$ cat config.mk
export PLATFORM = sky130hd
export DESIGN_NAME = lcd_segment_config
export DESIGN_NICKNAME = d
export VERILOG_FILES = /design/src/lcd_cfg_pkg.sv /design/src/lcd_tick_divider.sv /design/src/lcd_segment_config.sv
export SDC_FILE = /design/constraint.sdc
export NUM_CORES = 1
export LEC_CHECK = 0
export ABC_AREA = 0
export BUFFER_PORTS_ARGS = -buffer_cell sky130_fd_sc_hd__buf_2
export CAP_MARGIN = 20
export CORE_MARGIN = 1.5
export CORE_UTILIZATION = 45
export DETAILED_ROUTE_END_ITERATION = 8
export HOLD_SLACK_MARGIN = 0.06
export PLACE_DENSITY = 0.75
export SETUP_SLACK_MARGIN = 0.4
export SYNTH_ARGS = -nofsm -noshare
export SYNTH_HDL_FRONTEND = slang
export SYNTH_SLANG_ARGS = --single-unit
$ cat constraint.sdc
create_clock -name CLK_SYS -period 19 [get_ports CLK_SYS]
set_input_delay 0 -clock CLK_SYS [delete_from_list [all_inputs] [get_ports CLK_SYS]]
set_output_delay 0 -clock CLK_SYS [all_outputs]
set_load 0.02 [all_outputs]
$ cat src/lcd_cfg_pkg.sv
// Constants, types and helper functions shared by the LCD configuration and contrast logic.
package lcd_cfg_pkg;

  // ----------------------------------------------------------------------------
  // Register addresses and reset values
  // ----------------------------------------------------------------------------
  localparam logic [7:0] ADDR_LCD_CONTROL      = 8'h9d;
  localparam logic [7:0] ADDR_CONTRAST_SETPOINT = 8'h9c;
  localparam logic [7:0] RESET_LCD_CONTROL     = 8'h00;
  localparam logic [7:0] RESET_CONTRAST        = 8'h00;
  localparam logic [7:0] CONTROL_WRITE_MASK    = 8'h7f;
  localparam logic [7:0] CONTRAST_WRITE_MASK   = 8'h1f;

  // ----------------------------------------------------------------------------
  // Field encodings
  // ----------------------------------------------------------------------------
  localparam logic [1:0] DIV_BY_1    = 2'h0;
  localparam logic [1:0] DIV_BY_2    = 2'h1;
  localparam logic [1:0] DIV_BY_4    = 2'h2;
  localparam logic [1:0] DIV_RESVD   = 2'h3;
  localparam logic [1:0] MUX_STATIC  = 2'h0;
  localparam logic [1:0] MUX_TWO     = 2'h1;
  localparam logic [1:0] MUX_THREE   = 2'h2;
  localparam logic [1:0] MUX_FOUR    = 2'h3;
  localparam int         PIN_COUNT   = 32;
  localparam int         PINS_SMALL  = 16;

  // ----------------------------------------------------------------------------
  // Contrast setpoint scale in millivolts
  // ----------------------------------------------------------------------------
  localparam logic [11:0] SETPOINT_MIN_MV  = 12'h76c;
  localparam logic [11:0] SETPOINT_MAX_MV  = 12'he88;
  localparam logic [15:0] SETPOINT_SPAN_MV = 16'h071c;
  localparam logic [15:0] SETPOINT_STEPS   = 16'h001f;

  // ----------------------------------------------------------------------------
  // Types
  // ----------------------------------------------------------------------------
  typedef struct packed {
    logic       reserved;
    logic [1:0] lcd_clock_divider;
    logic       blank;
    logic       pins_32;
    logic [1:0] backplane_mux_select;
    logic       bias_half;
  } lcd_control_s;

  typedef struct packed {
    logic master_control_b2;
    logic master_config_b0;
    logic power_control_b3;
    logic battery_monitor_b7;
  } mode_bits_s;

  typedef enum logic [2:0] {
    MODE_BYPASS,
    MODE_MIN_CONTRAST,
    MODE_CONSTANT,
    MODE_AUTO_BYPASS,
    MODE_UNSUPPORTED
  } contrast_mode_e;

  // ----------------------------------------------------------------------------
  // Functions
  // ----------------------------------------------------------------------------
  function automatic contrast_mode_e decode_mode(input mode_bits_s b);
    contrast_mode_e m;
    m = MODE_UNSUPPORTED;
    if (!b.master_control_b2 && b.master_config_b0 && !b.power_control_b3 && !b.battery_monitor_b7)
      m = MODE_BYPASS;
    else if (!b.master_control_b2 && b.master_config_b0 && b.power_control_b3 && b.battery_monitor_b7)
      m = MODE_MIN_CONTRAST;
    else if (!b.master_config_b0 && b.power_control_b3 && b.battery_monitor_b7)
      m = MODE_CONSTANT;
    else if (!b.master_config_b0 && !b.power_control_b3 && b.battery_monitor_b7)
      m = MODE_AUTO_BYPASS;
    return m;
  endfunction : decode_mode

  function automatic logic [11:0] setpoint_mv(input logic [4:0] code);
    logic [15:0] scaled;
    scaled = ({11'h000, code} * SETPOINT_SPAN_MV) / SETPOINT_STEPS;
    return SETPOINT_MIN_MV + scaled[11:0];
  endfunction : setpoint_mv

  function automatic logic [1:0] divide_limit(input logic [1:0] ratio);
    logic [1:0] lim;
    case (ratio)
      DIV_BY_2: lim = 2'h1;
      DIV_BY_4: lim = 2'h3;
      default:  lim = 2'h0;
    endcase
    return lim;
  endfunction : divide_limit

  function automatic logic [3:0] mux_mask(input logic [1:0] mux);
    logic [3:0] m;
    case (mux)
      MUX_TWO:   m = 4'h3;
      MUX_THREE: m = 4'h7;
      MUX_FOUR:  m = 4'hf;
      default:   m = 4'h1;
    endcase
    return m;
  endfunction : mux_mask

endpackage : lcd_cfg_pkg

$ cat src/lcd_tick_divider.sv
// Divider that turns synchronised oscillator edges into the LCD clock enable pulse.
`timescale 1ns/1ps
module lcd_tick_divider (
  input  wire logic       clk,
  input  wire logic       reset,
  input  wire logic       osc_rise,
  input  wire logic       gate_on,
  input  wire logic [1:0] div_code,
  output logic            tick
);
  import lcd_cfg_pkg::*;

  logic [1:0] ratio_q;
  logic [1:0] count_q;
  logic       tick_q;

  assign tick = tick_q;

  // The reserved code never reaches the counter; the last good ratio stays in force.
  always_ff @(posedge clk) begin
    if (reset) begin
      ratio_q <= DIV_BY_1;
    end else if (div_code != DIV_RESVD) begin
      ratio_q <= div_code;
    end
  end

  always_ff @(posedge clk) begin
    if (reset) begin
      count_q <= 2'h0;
      tick_q  <= 1'b0;
    end else begin
      tick_q <= 1'b0;
      if (osc_rise && gate_on) begin
        if (count_q >= divide_limit(ratio_q)) begin
          count_q <= 2'h0;
          tick_q  <= 1'b1;
        end else begin
          count_q <= count_q + 2'h1;
        end
      end
    end
  end
endmodule : lcd_tick_divider

$ cat src/lcd_segment_config.sv
// LCD control and contrast registers, segment masking and contrast mode decode.
`timescale 1ns/1ps
module lcd_segment_config (
  input  wire logic                     CLK_SYS,
  input  wire logic                     RESET,
  input  wire logic [7:0]               SFR_ADDR,
  input  wire logic [7:0]               SFR_WDATA,
  input  wire logic                     SFR_WR,
  input  wire logic                     SFR_RD,
  output logic [7:0]                    SFR_RDATA,
  input  wire logic                     RTC_CLK,
  input  wire logic                     MODULE_CLOCK_GATE,
  input  wire logic                     DISPLAY_ENABLE,
  input  wire lcd_cfg_pkg::mode_bits_s  MODE_BITS,
  input  wire logic                     BATTERY_LOW,
  input  wire logic [127:0]             SEGMENT_DATA,
  output logic [127:0]                  SEGMENT_ON,
  output logic                          LCD_TICK,
  output logic [1:0]                    MUX_MODE,
  output logic                          BIAS_HALF,
  output logic                          PINS_32,
  output logic [4:0]                    CONTRAST_CODE,
  output logic [11:0]                   TARGET_MV,
  output logic                          REGULATE_EN,
  output logic                          CHARGE_PUMP_EN,
  output logic                          SUPPLY_DIRECT
);
  import lcd_cfg_pkg::*;

  // ----------------------------------------------------------------------------
  // Register file
  // ----------------------------------------------------------------------------
  lcd_control_s   ctrl_q;
  logic [4:0]     contrast_q;
  logic [7:0]     rdata_q;

  always_ff @(posedge CLK_SYS) begin
    if (RESET) begin
      ctrl_q <= lcd_control_s'(RESET_LCD_CONTROL);
    end else if (SFR_WR && SFR_ADDR == ADDR_LCD_CONTROL) begin
      ctrl_q <= lcd_control_s'(SFR_WDATA & CONTROL_WRITE_MASK);
    end
  end

  always_ff @(posedge CLK_SYS) begin
    if (RESET) begin
      contrast_q <= RESET_CONTRAST[4:0];
    end else if (SFR_WR && SFR_ADDR == ADDR_CONTRAST_SETPOINT) begin
      contrast_q <= SFR_WDATA[4:0];
    end
  end

  // Reads are answered one cycle after the strobe; unmapped addresses read zero.
  always_ff @(posedge CLK_SYS) begin
    if (RESET) begin
      rdata_q <= 8'h00;
    end else if (SFR_RD) begin
      case (SFR_ADDR)
        ADDR_LCD_CONTROL:       rdata_q <= 8'(ctrl_q) & CONTROL_WRITE_MASK;
        ADDR_CONTRAST_SETPOINT: rdata_q <= {3'h0, contrast_q};
        default:                rdata_q <= 8'h00;
      endcase
    end
  end

  assign SFR_RDATA     = rdata_q;
  assign MUX_MODE      = ctrl_q.backplane_mux_select;
  assign PINS_32       = ctrl_q.pins_32;
  assign CONTRAST_CODE = contrast_q;

  // ----------------------------------------------------------------------------
  // Pin synchronisers
  // ----------------------------------------------------------------------------
  logic osc_meta_q, osc_sync_q, osc_prev_q;
  logic batt_meta_q, batt_low_q;
  logic osc_rise;

  always_ff @(posedge CLK_SYS) begin
    if (RESET) begin
      osc_meta_q  <= 1'b0;
      osc_sync_q  <= 1'b0;
      osc_prev_q  <= 1'b0;
      batt_meta_q <= 1'b0;
      batt_low_q  <= 1'b0;
    end else begin
      osc_meta_q  <= RTC_CLK;
      osc_sync_q  <= osc_meta_q;
      osc_prev_q  <= osc_sync_q;
      batt_meta_q <= BATTERY_LOW;
      batt_low_q  <= batt_meta_q;
    end
  end

  assign osc_rise = osc_sync_q && !osc_prev_q;

  lcd_tick_divider u_divider (
    .clk      (CLK_SYS),
    .reset    (RESET),
    .osc_rise (osc_rise),
    .gate_on  (MODULE_CLOCK_GATE),
    .div_code (ctrl_q.lcd_clock_divider),
    .tick     (LCD_TICK)
  );

  // ----------------------------------------------------------------------------
  // Segment masking
  // ----------------------------------------------------------------------------
  logic [127:0] seg_d;
  logic [127:0] seg_q;
  logic         bias_q;

  always_comb begin
    seg_d = '0;
    for (int i = 0; i < PIN_COUNT; i++) begin
      if ((i < PINS_SMALL || ctrl_q.pins_32) && !ctrl_q.blank && DISPLAY_ENABLE) begin
        seg_d[4*i +: 4] = SEGMENT_DATA[4*i +: 4] & mux_mask(ctrl_q.backplane_mux_select);
      end
    end
  end

  always_ff @(posedge CLK_SYS) begin
    if (RESET) begin
      seg_q  <= '0;
      bias_q <= 1'b0;
    end else begin
      seg_q  <= seg_d;
      bias_q <= ctrl_q.bias_half && ctrl_q.backplane_mux_select != MUX_STATIC;
    end
  end

  assign SEGMENT_ON = seg_q;
  assign BIAS_HALF  = bias_q;

  // ----------------------------------------------------------------------------
  // Contrast control
  // ----------------------------------------------------------------------------
  contrast_mode_e mode_now;
  logic [11:0]    mv_q;
  logic           reg_q, pump_q, direct_q;

  assign mode_now = decode_mode(MODE_BITS);

  always_ff @(posedge CLK_SYS) begin
    if (RESET) begin
      mv_q <= SETPOINT_MIN_MV;
    end else begin
      mv_q <= setpoint_mv(contrast_q);
    end
  end

  always_ff @(posedge CLK_SYS) begin
    if (RESET) begin
      reg_q    <= 1'b0;
      pump_q   <= 1'b0;
      direct_q <= 1'b1;
    end else begin
      case (mode_now)
        MODE_MIN_CONTRAST: begin
          reg_q    <= 1'b0;
          pump_q   <= batt_low_q;
          direct_q <= !batt_low_q;
        end
        MODE_CONSTANT: begin
          reg_q    <= !batt_low_q;
          pump_q   <= batt_low_q;
          direct_q <= 1'b0;
        end
        MODE_AUTO_BYPASS: begin
          reg_q    <= !batt_low_q;
          pump_q   <= 1'b0;
          direct_q <= batt_low_q;
        end
        default: begin
          reg_q    <= 1'b0;
          pump_q   <= 1'b0;
          direct_q <= 1'b1;
        end
      endcase
    end
  end

  assign TARGET_MV      = mv_q;
  assign REGULATE_EN    = reg_q;
  assign CHARGE_PUMP_EN = pump_q;
  assign SUPPLY_DIRECT  = direct_q;
endmodule : lcd_segment_config

== After elaboration in Yosys (flattened, before gate mapping) ==
Index checks and enable logic that the tools add are counted.
Widths: inputs -> output; s select.
Storage, ports and cells
  bits in registers: 174
  input bits: 156
  output and inout port bits: 161
  logic and storage cells: 121
Cells by class
  add/subtract/negate cells: 2
  $mul: 1
  div/mod/pow operators: 1
  order comparisons: 1
  equal/unequal tests: 11
  muxes and demuxes: 14
  bitwise logic cells: 37
  reduce and logical (&&, ||, !) cells: 32
Operator list (count)
  $and 4x4->4: 32
  $logic_and 1x1->1: 17
  $div 16x5->16 const B: 1
  $eq 8x8->1 const B: 2
  $mul 5x9->14 const B: 1
  $pmux 7 s2: 1
  $reduce_or 2->1: 7
  $add 11x12->12 const A: 1
  $mux 3: 4
  $pmux 4 s3: 1
  $mux 4: 2
  $logic_not 1->1: 7
  $eq 2x2->1 const B: 3
  $eq 3x2->1 const B: 2
  $mux 2: 3
  $not 1->1: 5
  $eq 2x1->1 const B: 2
  $pmux 2 s2: 1
  $eq 3x1->1 const B: 1
  $pmux 1 s3: 1
  $add 2x1->2 const B: 1
  $ge 2x2->1: 1
  $ne 2x2->1 const B: 1
  $reduce_bool 2->1: 1
  $mux 1: 1

== Depth between registers and ports, before layout ==
Gate-level depths: netlist of run 1.
  word-level depth: 11
  gate-level depth with buffers: 39
  depth with buffers taken out: 34

== Hierarchy ==
A second synthesis of run 1 with hierarchy kept.
Second synthesis, totals
  cells, all modules: 850
  area, all modules: 8010.2 um^2
By module, submodules not included
  lcd_segment_config: instances 1, cells an instance 824, area an instance 7767.4 um^2, seq. area each 3363.2 um^2
  lcd_tick_divider: instances 1, cells an instance 26, area an instance 242.7 um^2, seq. area each 100.1 um^2

== Least setup slack after synthesis of run 1 ==
Ideal clock, no wire load.
  path kind: register -> register
  start: register contrast_q[3], in the netlist CONTRAST_CODE[3]
  end: register mv_q[0], in the netlist TARGET_MV[0]
  setup time: 74 ps
  arrival: 7927 ps
  required time: 18926 ps
  slack: 10998 ps
  stages on the path, launching flop included: 31
  path buffers: 4
  clock period less this slack: 8002 ps
  cell sequence: dfxtp_1 fa_1 ha_1 ha_1 ha_1 nor2b_1 o31a_1 o211ai_1 and3_1 clkbuf_1 and3_1 clkbuf_1 mux2i_2 a41oi_1 or3_1 and2_1 buf_6 or3_4 a311oi_2 and3_4 xnor2_1 or3_1 buf_2 a221o_1 a2111oi_4 nor2_1 mux2_2 ha_1 nor2b_1 o221a_2 a31oi_1
Between the ends
  longest elaborated chain between the ends: 3
RTL lines
  start: declaration: line lcd_segment_config.sv:34  | logic [4:0] contrast_q;
  start signal: assignment: line lcd_segment_config.sv:47  | contrast_q <= RESET_CONTRAST[4:0];
  start signal: assignment: line lcd_segment_config.sv:49  | contrast_q <= SFR_WDATA[4:0];
  $mul 5x9->14: line lcd_cfg_pkg.sv:82  | scaled = ({11'h000, code} * SETPOINT_SPAN_MV) / SETPOINT_STEPS;
  $div 16x5->16: line lcd_cfg_pkg.sv:82
  $add 11x12->12: line lcd_cfg_pkg.sv:83  | return SETPOINT_MIN_MV + scaled[11:0];
  end signal: assignment: line lcd_segment_config.sv:147  | mv_q <= setpoint_mv(contrast_q);
  end: declaration: line lcd_segment_config.sv:138  | logic [11:0] mv_q;
No other way between the ends.
A chain may end at the register's enable or synchronous reset.

== Worst setup path in the final report of run 1 ==
  start: register contrast_q[3], in the netlist CONTRAST_CODE[3]
  end: register mv_q[10], in the netlist TARGET_MV[10]
The elaborated chain is that of the path after synthesis.

==> results of run 1 <==
-- registers in the layout, indices dropped and copies added, names as in the netlist, 2 cells and up --
register / cells
ctrl_q: 4
SEGMENT_ON: 128
u_divider.ratio_q: 2
SFR_RDATA: 7
CONTRAST_CODE: 5
u_divider.count_q: 2
MUX_MODE: 2
TARGET_MV: 12
-- stage by stage --
stage	setup slack [ps]	total power [uW]	instances	instance area, sq um	hold WS, ps
floorplan	11000	385.2	844	8059	78.10
global placement	9900	404.5	1346	9737	198.5
detailed placement	9831	404.6	1346	9737	202.1
CTS	9780	790.5	1528	11860	69.89
global route	8980	810.1	1530	11860	120.8
finish	9694	787.7	1530	11860	94.12
-- cells in the mapped netlist, types with 3 or more instances --
master	n
dfxtp_1	173
a21oi_1	38
mux2i_1	9
and2_1	102
nor2b_1	12
o211ai_1	6
or3_1	8
o31a_1	5
clkbuf_1	25
a211oi_1	7
buf_2	6
buf_6	4
a2111oi_0	4
o31ai_2	3
xor2_1	6
o22ai_1	3
a22oi_1	5
nand4_1	7
o2111ai_1	3
o21ai_0	20
nand3_1	30
mux2_2	5
o21a_1	6
o211ai_2	3
a21oi_2	3
or2_2	4
nor3_1	20
a311oi_2	3
ha_1	29
a31oi_1	11
nor2_1	32
nand2b_1	12
o21bai_1	3
xnor2_1	15
and3_1	42
buf_4	4
a31o_2	5
a21o_1	5
inv_1	19
fa_1	5
o21ai_1	5
nand2_1	64
-- cells by family (layout without fill, tap and decap cells) --
| family | count (synthesis) | count (layout) | synth area share (%) |
|---|---|---|---|
| other cells | 1 | 3 | 0.04653 |
| simple gates | 359 | 359 | 25.01 |
| flops | 173 | 173 | 42.97 |
| buf+inv | 61 | 520 | 3.493 |
| compound gates | 175 | 175 | 17.25 |
| xor+xnor | 25 | 25 | 3.369 |
| mux | 15 | 15 | 1.987 |
| fa+ha+maj | 35 | 35 | 5.869 |
-- cell usage in the layout, fill, tap and decap left out, types with 6 or more instances in the layout --
| cell | n |
|---|---|
| ha_1 | 29 |
| nand2_1 | 64 |
| inv_1 | 19 |
| nor2_1 | 32 |
| o21ai_0 | 20 |
| and2_1 | 102 |
| dlygate4sd3_1 | 150 |
| mux2i_1 | 9 |
| o21a_1 | 6 |
| or3_1 | 8 |
| nand2b_1 | 12 |
| xnor2_1 | 15 |
| and3_1 | 42 |
| nand3_1 | 30 |
| nor2b_1 | 12 |
| nor3_1 | 20 |
| nand4_1 | 7 |
| o211ai_1 | 6 |
| buf_2 | 314 |
| a211oi_1 | 7 |
| clkbuf_16 | 17 |
| dfxtp_1 | 173 |
| a21oi_1 | 38 |
| xor2_1 | 6 |
| a31oi_1 | 11 |
-- power by group --
| group | leakage, uW | internal [uW] | switching (uW) | total, uW |
|---|---|---|---|---|
| combinational | 0.00398 | 35.5 | 22.7 | 58.2 |
| sequential | 0.00140 | 365 | 0.903 | 366 |
| clock | 0.000300 | 191 | 173 | 364 |
| total | 0.00568 | 591 | 197 | 788 |
-- final timing paths --
path | start | to | slack (ps) | depth (start not counted)
max | CONTRAST_CODE[3] | TARGET_MV[10] | 9690 | 32
min | RESET | CONTRAST_CODE[3] | 90 | 2
min reg2reg | osc_meta_q | osc_sync_q | 440 | 1
max reg2reg | CONTRAST_CODE[3] | TARGET_MV[10] | 9690 | 32
-- final cells by class --
cell class | count | area (sq um) | area share, %
Timing Repair Buffer | 467 | 3095 | 26.09
Antenna cell | 2 | 5.005 | 0.04219
Sequential cell | 173 | 3463 | 29.19
Clock buffer | 17 | 425.4 | 3.586
Clock inverter | 15 | 195.2 | 1.645
Tap cell | 225 | 281.5 | 2.373
Inverter | 21 | 78.83 | 0.6644
Multi-Input combinational cell | 610 | 4319 | 36.41
-- worst max-delay path: cells and delay by family, from the launching register on --
kind / cells / cell delay [ps]
AO/OA/AOI/OAI: 11 / 3020
XOR/XNOR: 1 / 150
adder cells (fa/ha/maj): 5 / 1880
buffers and inverters: 1 / 120
flip-flops: 1 / 510
multiplexers: 1 / 410
AND/OR/NAND/NOR: 13 / 3120
-- per-layer routing --
layer  up-vias  share of wire (%)  global-route usage, %
met2       384                 48                  50.08
li1       3899                  -                      -
met4         0                3.9                  13.39
met5         -                  0                      0
met3        76                7.8                  6.741
met1      3888                 40                  36.35
==> results by group, run 1 <==
Finish
  • Share of layout cells above drive strength 1: 30.85%
  • # fillers: around 1.3k
  • P&R area growth vs syn: 47.21%
  • Final core occ: 68.12%
  • Layout Nets: around 1.5k

Logic synthesis
  • Number of synthesized flops with an enable pin: 0
  • Fraction of registers with async set/reset: 0%
  • Post-synthesis cell type count: 101
  • Gate Count Post-Synth: 844
  • Post-synth top area share: a little over two fifths
  • Synth area leader: dfxtp_1
  • Syn Std Cell Area: 8059 sq um
  • #FFs+latches synth: roughly 170
  • Yosys Warn Count: 0
  • Ys flop type: dfxtp_1
  • Top post-synthesis cells by area: dfxtp_1 (43%), and2_1 (7.9%), ha_1 (4.5%)
  • Syn_nets: 1,034
  • Post-Synthesis Mean Instance Area: about 9.5 sq um
  • Seq/Total Area, Yosys: between 40 and 50%

Critical path
  • Setup Crit Path Kind: flip-flop to flip-flop
  • CP max-delay cell: or3_1
  • Crit path arrival time: 9620 ps
  • Worst EP required: 19,320 ps
  • CP Launch Type: flip-flop
  • CP max FO: 13
  • Largest stage delay on the critical path: between 600 and 700 ps
  • Critical Path Sink Type: flip-flop

Clock network
  • Root Buffer Master: clkbuf_16
  • Clock latency on the worst-skew pair: 430 ps
  • H-tree Lvls: 4
  • CTS tree: yes
  • Post-CTS sizing: 0
  • Clock sinks: around 170
  • Hold Buf Count CTS: 150
  • Clock Path Buffers: 2
  • Worst-path clk slew: roughly 70 ps
  • # Post-CTS Setup Buffers: 0
  • CTS Buf Count: 17

Job
  • Max-Cap Viols: 0

Route
  • DRC: 0
  • Wire per inst: 19.00 um
  • Total wire length: roughly 29,000 um
  • TritonRoute pass-1 iters: 4
  • Vias post-DR: 8,247
  • Initial drt markers: 508
  • Post-DRT Antenna Nets: 0
  • Vias/cell: ~5.4

Power
  • P_leak: 0.005676 uW
  • Peak supply drop: between 0.08 and 0.09 mV
  • Power per cell area: around 66 nW/um^2

Die
  • Ports: 317
  • Die Span X: 136.8 um
  • Core footprint: 17,420 sq um
  • Rows: 48
  • Die ar.: 18,720 sq um
  • Die height: around 140 um
  • Effective utilization at floorplan: 46.27%

GRT
  • GR Overflow Total: 0
  • Largest net degree at the start of global routing: 53
  • First-pass GRT wire length: 42,550 um
  • Total track usage: 29.80%
  • Initial antenna violation count: 2
  • Vias in the first global route: 7,814

Timing
  • Setup tns final: 0 ps
  • Period utilization: 48.98%
  • Fin crit period: 9306 ps
  • Worst slew margin relative to its limit: between 30 and 40%
  • Achievable Freq: between 0.1 and 0.15 GHz
  • Final hold violations: 0
  • Final setup violation count: 0
  • Clk_skew: 8.944 ps
  • RSZ-0062 raised after global routing: false
  • Final Max Slew Viols: 0
  • Least-Margin Pin Slew: between 1000 and 1500 ps

Placed design
  • Hpwl dp: between 15,000 and 20,000 um
  • RePlAce Congestion: around 0.93
  • Port buffer count: 314

Min path
  • Worst hold path type: input pin to flip-flop

Status
  • Status: finished, final reports clean
No activity file was read; power rests on OpenSTA's default activity.
==> run 2, diff against run 1 <==
- clock period: 19 -> 9.5 ns (I/O delays scaled with it)
==> results by group, run 2 (synthesized netlist as in run 1, its figures left out) <==
Clock network
  • Worst-path clk slew: 80 ps (about the same)
  • CTS tree: yes
  • Root Buffer Master: clkbuf_16
  • H-tree Lvls: 4 (unchanged)
  • Clock Path Buffers: 2 (unchanged)
  • CTS Buf Count: 17 (unchanged)
  • Clock sinks: 173 (unchanged)
  • Clock latency on the worst-skew pair: 430 ps (about the same)

GRT
  • Routing usage on met1: 35.82% (-0.53 points)
  • Vias in the first global route: 8,176 (+4.6%)
  • GR Overflow Total: 0 (unchanged)
  • First-pass GRT wire length: 44,030 um (+3.5%)
  • Total track usage: 30.72% (+0.92 points)
  • M2 GR Usage: 50.64% (+0.56 points)
  • GRT Max-Usage Layer: met2
  • GRT met3 Usage: 7.963% (+1.2 points)
  • Initial antenna violation count: 4 (+2)
  • Largest net degree at the start of global routing: 53 (unchanged)

Timing
  • Final hold violations: 0 (unchanged)
  • Least-Margin Pin Slew: 904.2 ps (-107.9 ps)
  • Final setup violation count: 0 (unchanged)
  • Period utilization: 88.96% (+40 points)
  • Fin crit period: 8451 ps (-855.2 ps)
  • Setup tns final: 0 ps (unchanged)
  • Clk_skew: 15.51 ps (+6.569 ps)
  • Achievable Freq: 0.1183 GHz (+10%)
  • Worst slew margin relative to its limit: 39.49% (+7.2 points)
  • RSZ-0062 raised after global routing: false
  • Final Max Slew Viols: 0 (unchanged)

Critical path
  • Worst EP required: 9850 ps (-9470 ps)
  • Crit Reg-Reg Startpoint: CONTRAST_CODE[2]
  • CP max FO: 14 (+1)
  • Setup Crit Path Kind: flip-flop to flip-flop
  • Crit path arrival time: 8800 ps (-820 ps)
  • CP Launch Type: flip-flop
  • R2R Path End: TARGET_MV[0]
  • Largest stage delay on the critical path: 530 ps (-150 ps)
  • Flop-to-flop setup slack: 1050 ps (-8640 ps)
  • Critical Path Sink Type: flip-flop
  • CP max-delay cell: or3_1
  • Worst Path Buf+Inv: 1 (unchanged)
  • CP most frequent cell: ha_1
  • Top delay family on crit path: compound AO/OA/AOI/OAI gates
  • Depth of the most critical reg-to-reg path: 28 (-13%)

Power
  • Combinational power share: 7.5% (about the same)
  • Switching share of power: 24.40% (-0.60 points)
  • P_sw: 382.5 uW (+94%)
  • Pint: 1185 uW (+100%)
  • Reg power frac: 46.7% (+0.3 points)
  • Power per cell area: 130.3 nW/um^2 (+96%)
  • Clock power frac: 45.9% (-0.3 points)
  • P_leak: 0.005709 uW (+0.58%)
  • Peak supply drop: 0.1399 mV (+62%)

Die
  • Die Span X: 136.8 um (unchanged)
  • Die ar.: 18,720 sq um (unchanged)
  • Ports: 317 (unchanged)
  • Core footprint: 17,420 sq um (unchanged)
  • Die height: 136.8 um (unchanged)
  • Effective utilization at floorplan: 46.27% (unchanged)
  • Rows: 48 (unchanged)

Finish
  • Final Instance Count excl. Fillers: 1,540 (+0.65%)
  • P&R area growth vs syn: 49.32%
  • FF/Latch Area: 3466 sq um (about the same)
  • Multi-input logic area: 4412 sq um (+2.1%)
  • Most common cell after layout, fill and taps aside: buf_2
  • Commonest cells after routing, fill and taps aside: buf_2 (314), dfxtp_1 (171), dlygate4sd3_1 (155)
  • # fillers: 1,260 (-5.0%)
  • Layout Nets: 1,489 (+0.61%)
  • Max reg flops: 128 (unchanged)
  • Share of layout cells above drive strength 1: 32.01% (+1.2 points)

Route
  • TritonRoute pass-1 iters: 5 (+1)
  • Wire per inst: 19.27 um (+1.4%)
  • DRC: 0 (unchanged)
  • Vias post-DR: 8,279 (+0.39%)
  • Vias/cell: 5.376 (-0.26%)
  • Initial drt markers: 518 (+2.0%)
  • Post-DRT Antenna Nets: 0 (unchanged)
  • Total wire length: 29,680 um (+2.1%)

Job
  • Max-Cap Viols: 0 (unchanged)

Placed design
  • DP Cell Count: 1,347 (+0.074%)
  • Port buffer count: 314 (unchanged)
  • Hpwl dp: 19,020 um (+0.32%)
  • RePlAce Congestion: 0.9008 (-3.1%)

Min path
  • Worst hold path type: input pin to flip-flop
  • Hold Crit Depth: 2 (unchanged)
  • HP Start: RESET
  • WHS Endpoint: batt_meta_q

Status
  • Status: finished, final reports clean
run 2: cell count changes in the layout (fill, tap and decap cells not counted), sizes merged:
| cell | previous run | this run |
|---|---|---|
| buf | 317 | 321 |
| dlygate4sd3 | 150 | 155 |
| inv | 27 | 26 |
| clkinv | 7 | 8 |
| clkinvlp | 1 | 0 |
| diode | 2 | 3 |
| clkbuf | 17 | 18 |
run 2: power by group through the flow:
stage / registers (uW) / clock network (uW) / logic (uW)
CTS: 731 / 727 / 111
finish: 731 / 719 / 117
floorplan: 752 / 0 / 18.1
detailed placement: 748 / 0 / 61.6
global route: 732 / 759 / 124
global placement: 748 / 0 / 61.2
run 2: metal layers:
| layer | vias up | wire (um) |
|---|---|---|
| met5 | - | 14 |
| met4 | 2 | 1591 |
| met3 | 95 | 2092 |
| met2 | 366 | 14160 |
| met1 | 3908 | 11820 |
| li1 | 3908 | - |
run 2: layout make-up:
cell class | count | area share (%)
multi-input cells | 610 | 36.66
flip-flops and latches | 173 | 28.80
repair buffers | 476 | 26.39
clock buffers | 18 | 3.649
well taps | 225 | 2.339
clock inverters | 14 | 1.445
inverters | 21 | 0.6550
diodes | 3 | 0.06238
run 2: how the worst max path moves through the flow:
stage / startpoint / to / depth (start not counted)
global route: CONTRAST_CODE[2] / TARGET_MV[10] / 32
detailed placement: CONTRAST_CODE[3] / TARGET_MV[10] / 32
finish: CONTRAST_CODE[2] / TARGET_MV[0] / 28
floorplan: CONTRAST_CODE[3] / TARGET_MV[0] / 30
CTS: CONTRAST_CODE[3] / TARGET_MV[10] / 32
global placement: CONTRAST_CODE[3] / TARGET_MV[10] / 32
run 2: stage by stage:
step	total power [uW]	hold slack, ps	instance area [sq um]	worst slack, ps	utilization, %
final	1568	104.7	12030	1049	69.09
after global routing	1614	121.9	12030	458.5	69.09
after CTS	1569	92.73	11910	538.0	68.38
after detailed placement	809.3	199.4	9744	564.5	55.95
after global placement	809.0	197.3	9744	626.0	55.95
after floorplan	770.4	78.10	8059	1498	-
run 2: repair_timing:
| action | CTS | global route |
|---|---|---|
| hold endpoints to repair | 154 | 0 |
| hold buffers | 155 | 0 |
| gates resized for setup | 0 | 20 |
| setup endpoints to repair | 0 | 5 |
| buffers inserted | 0 | 3 |
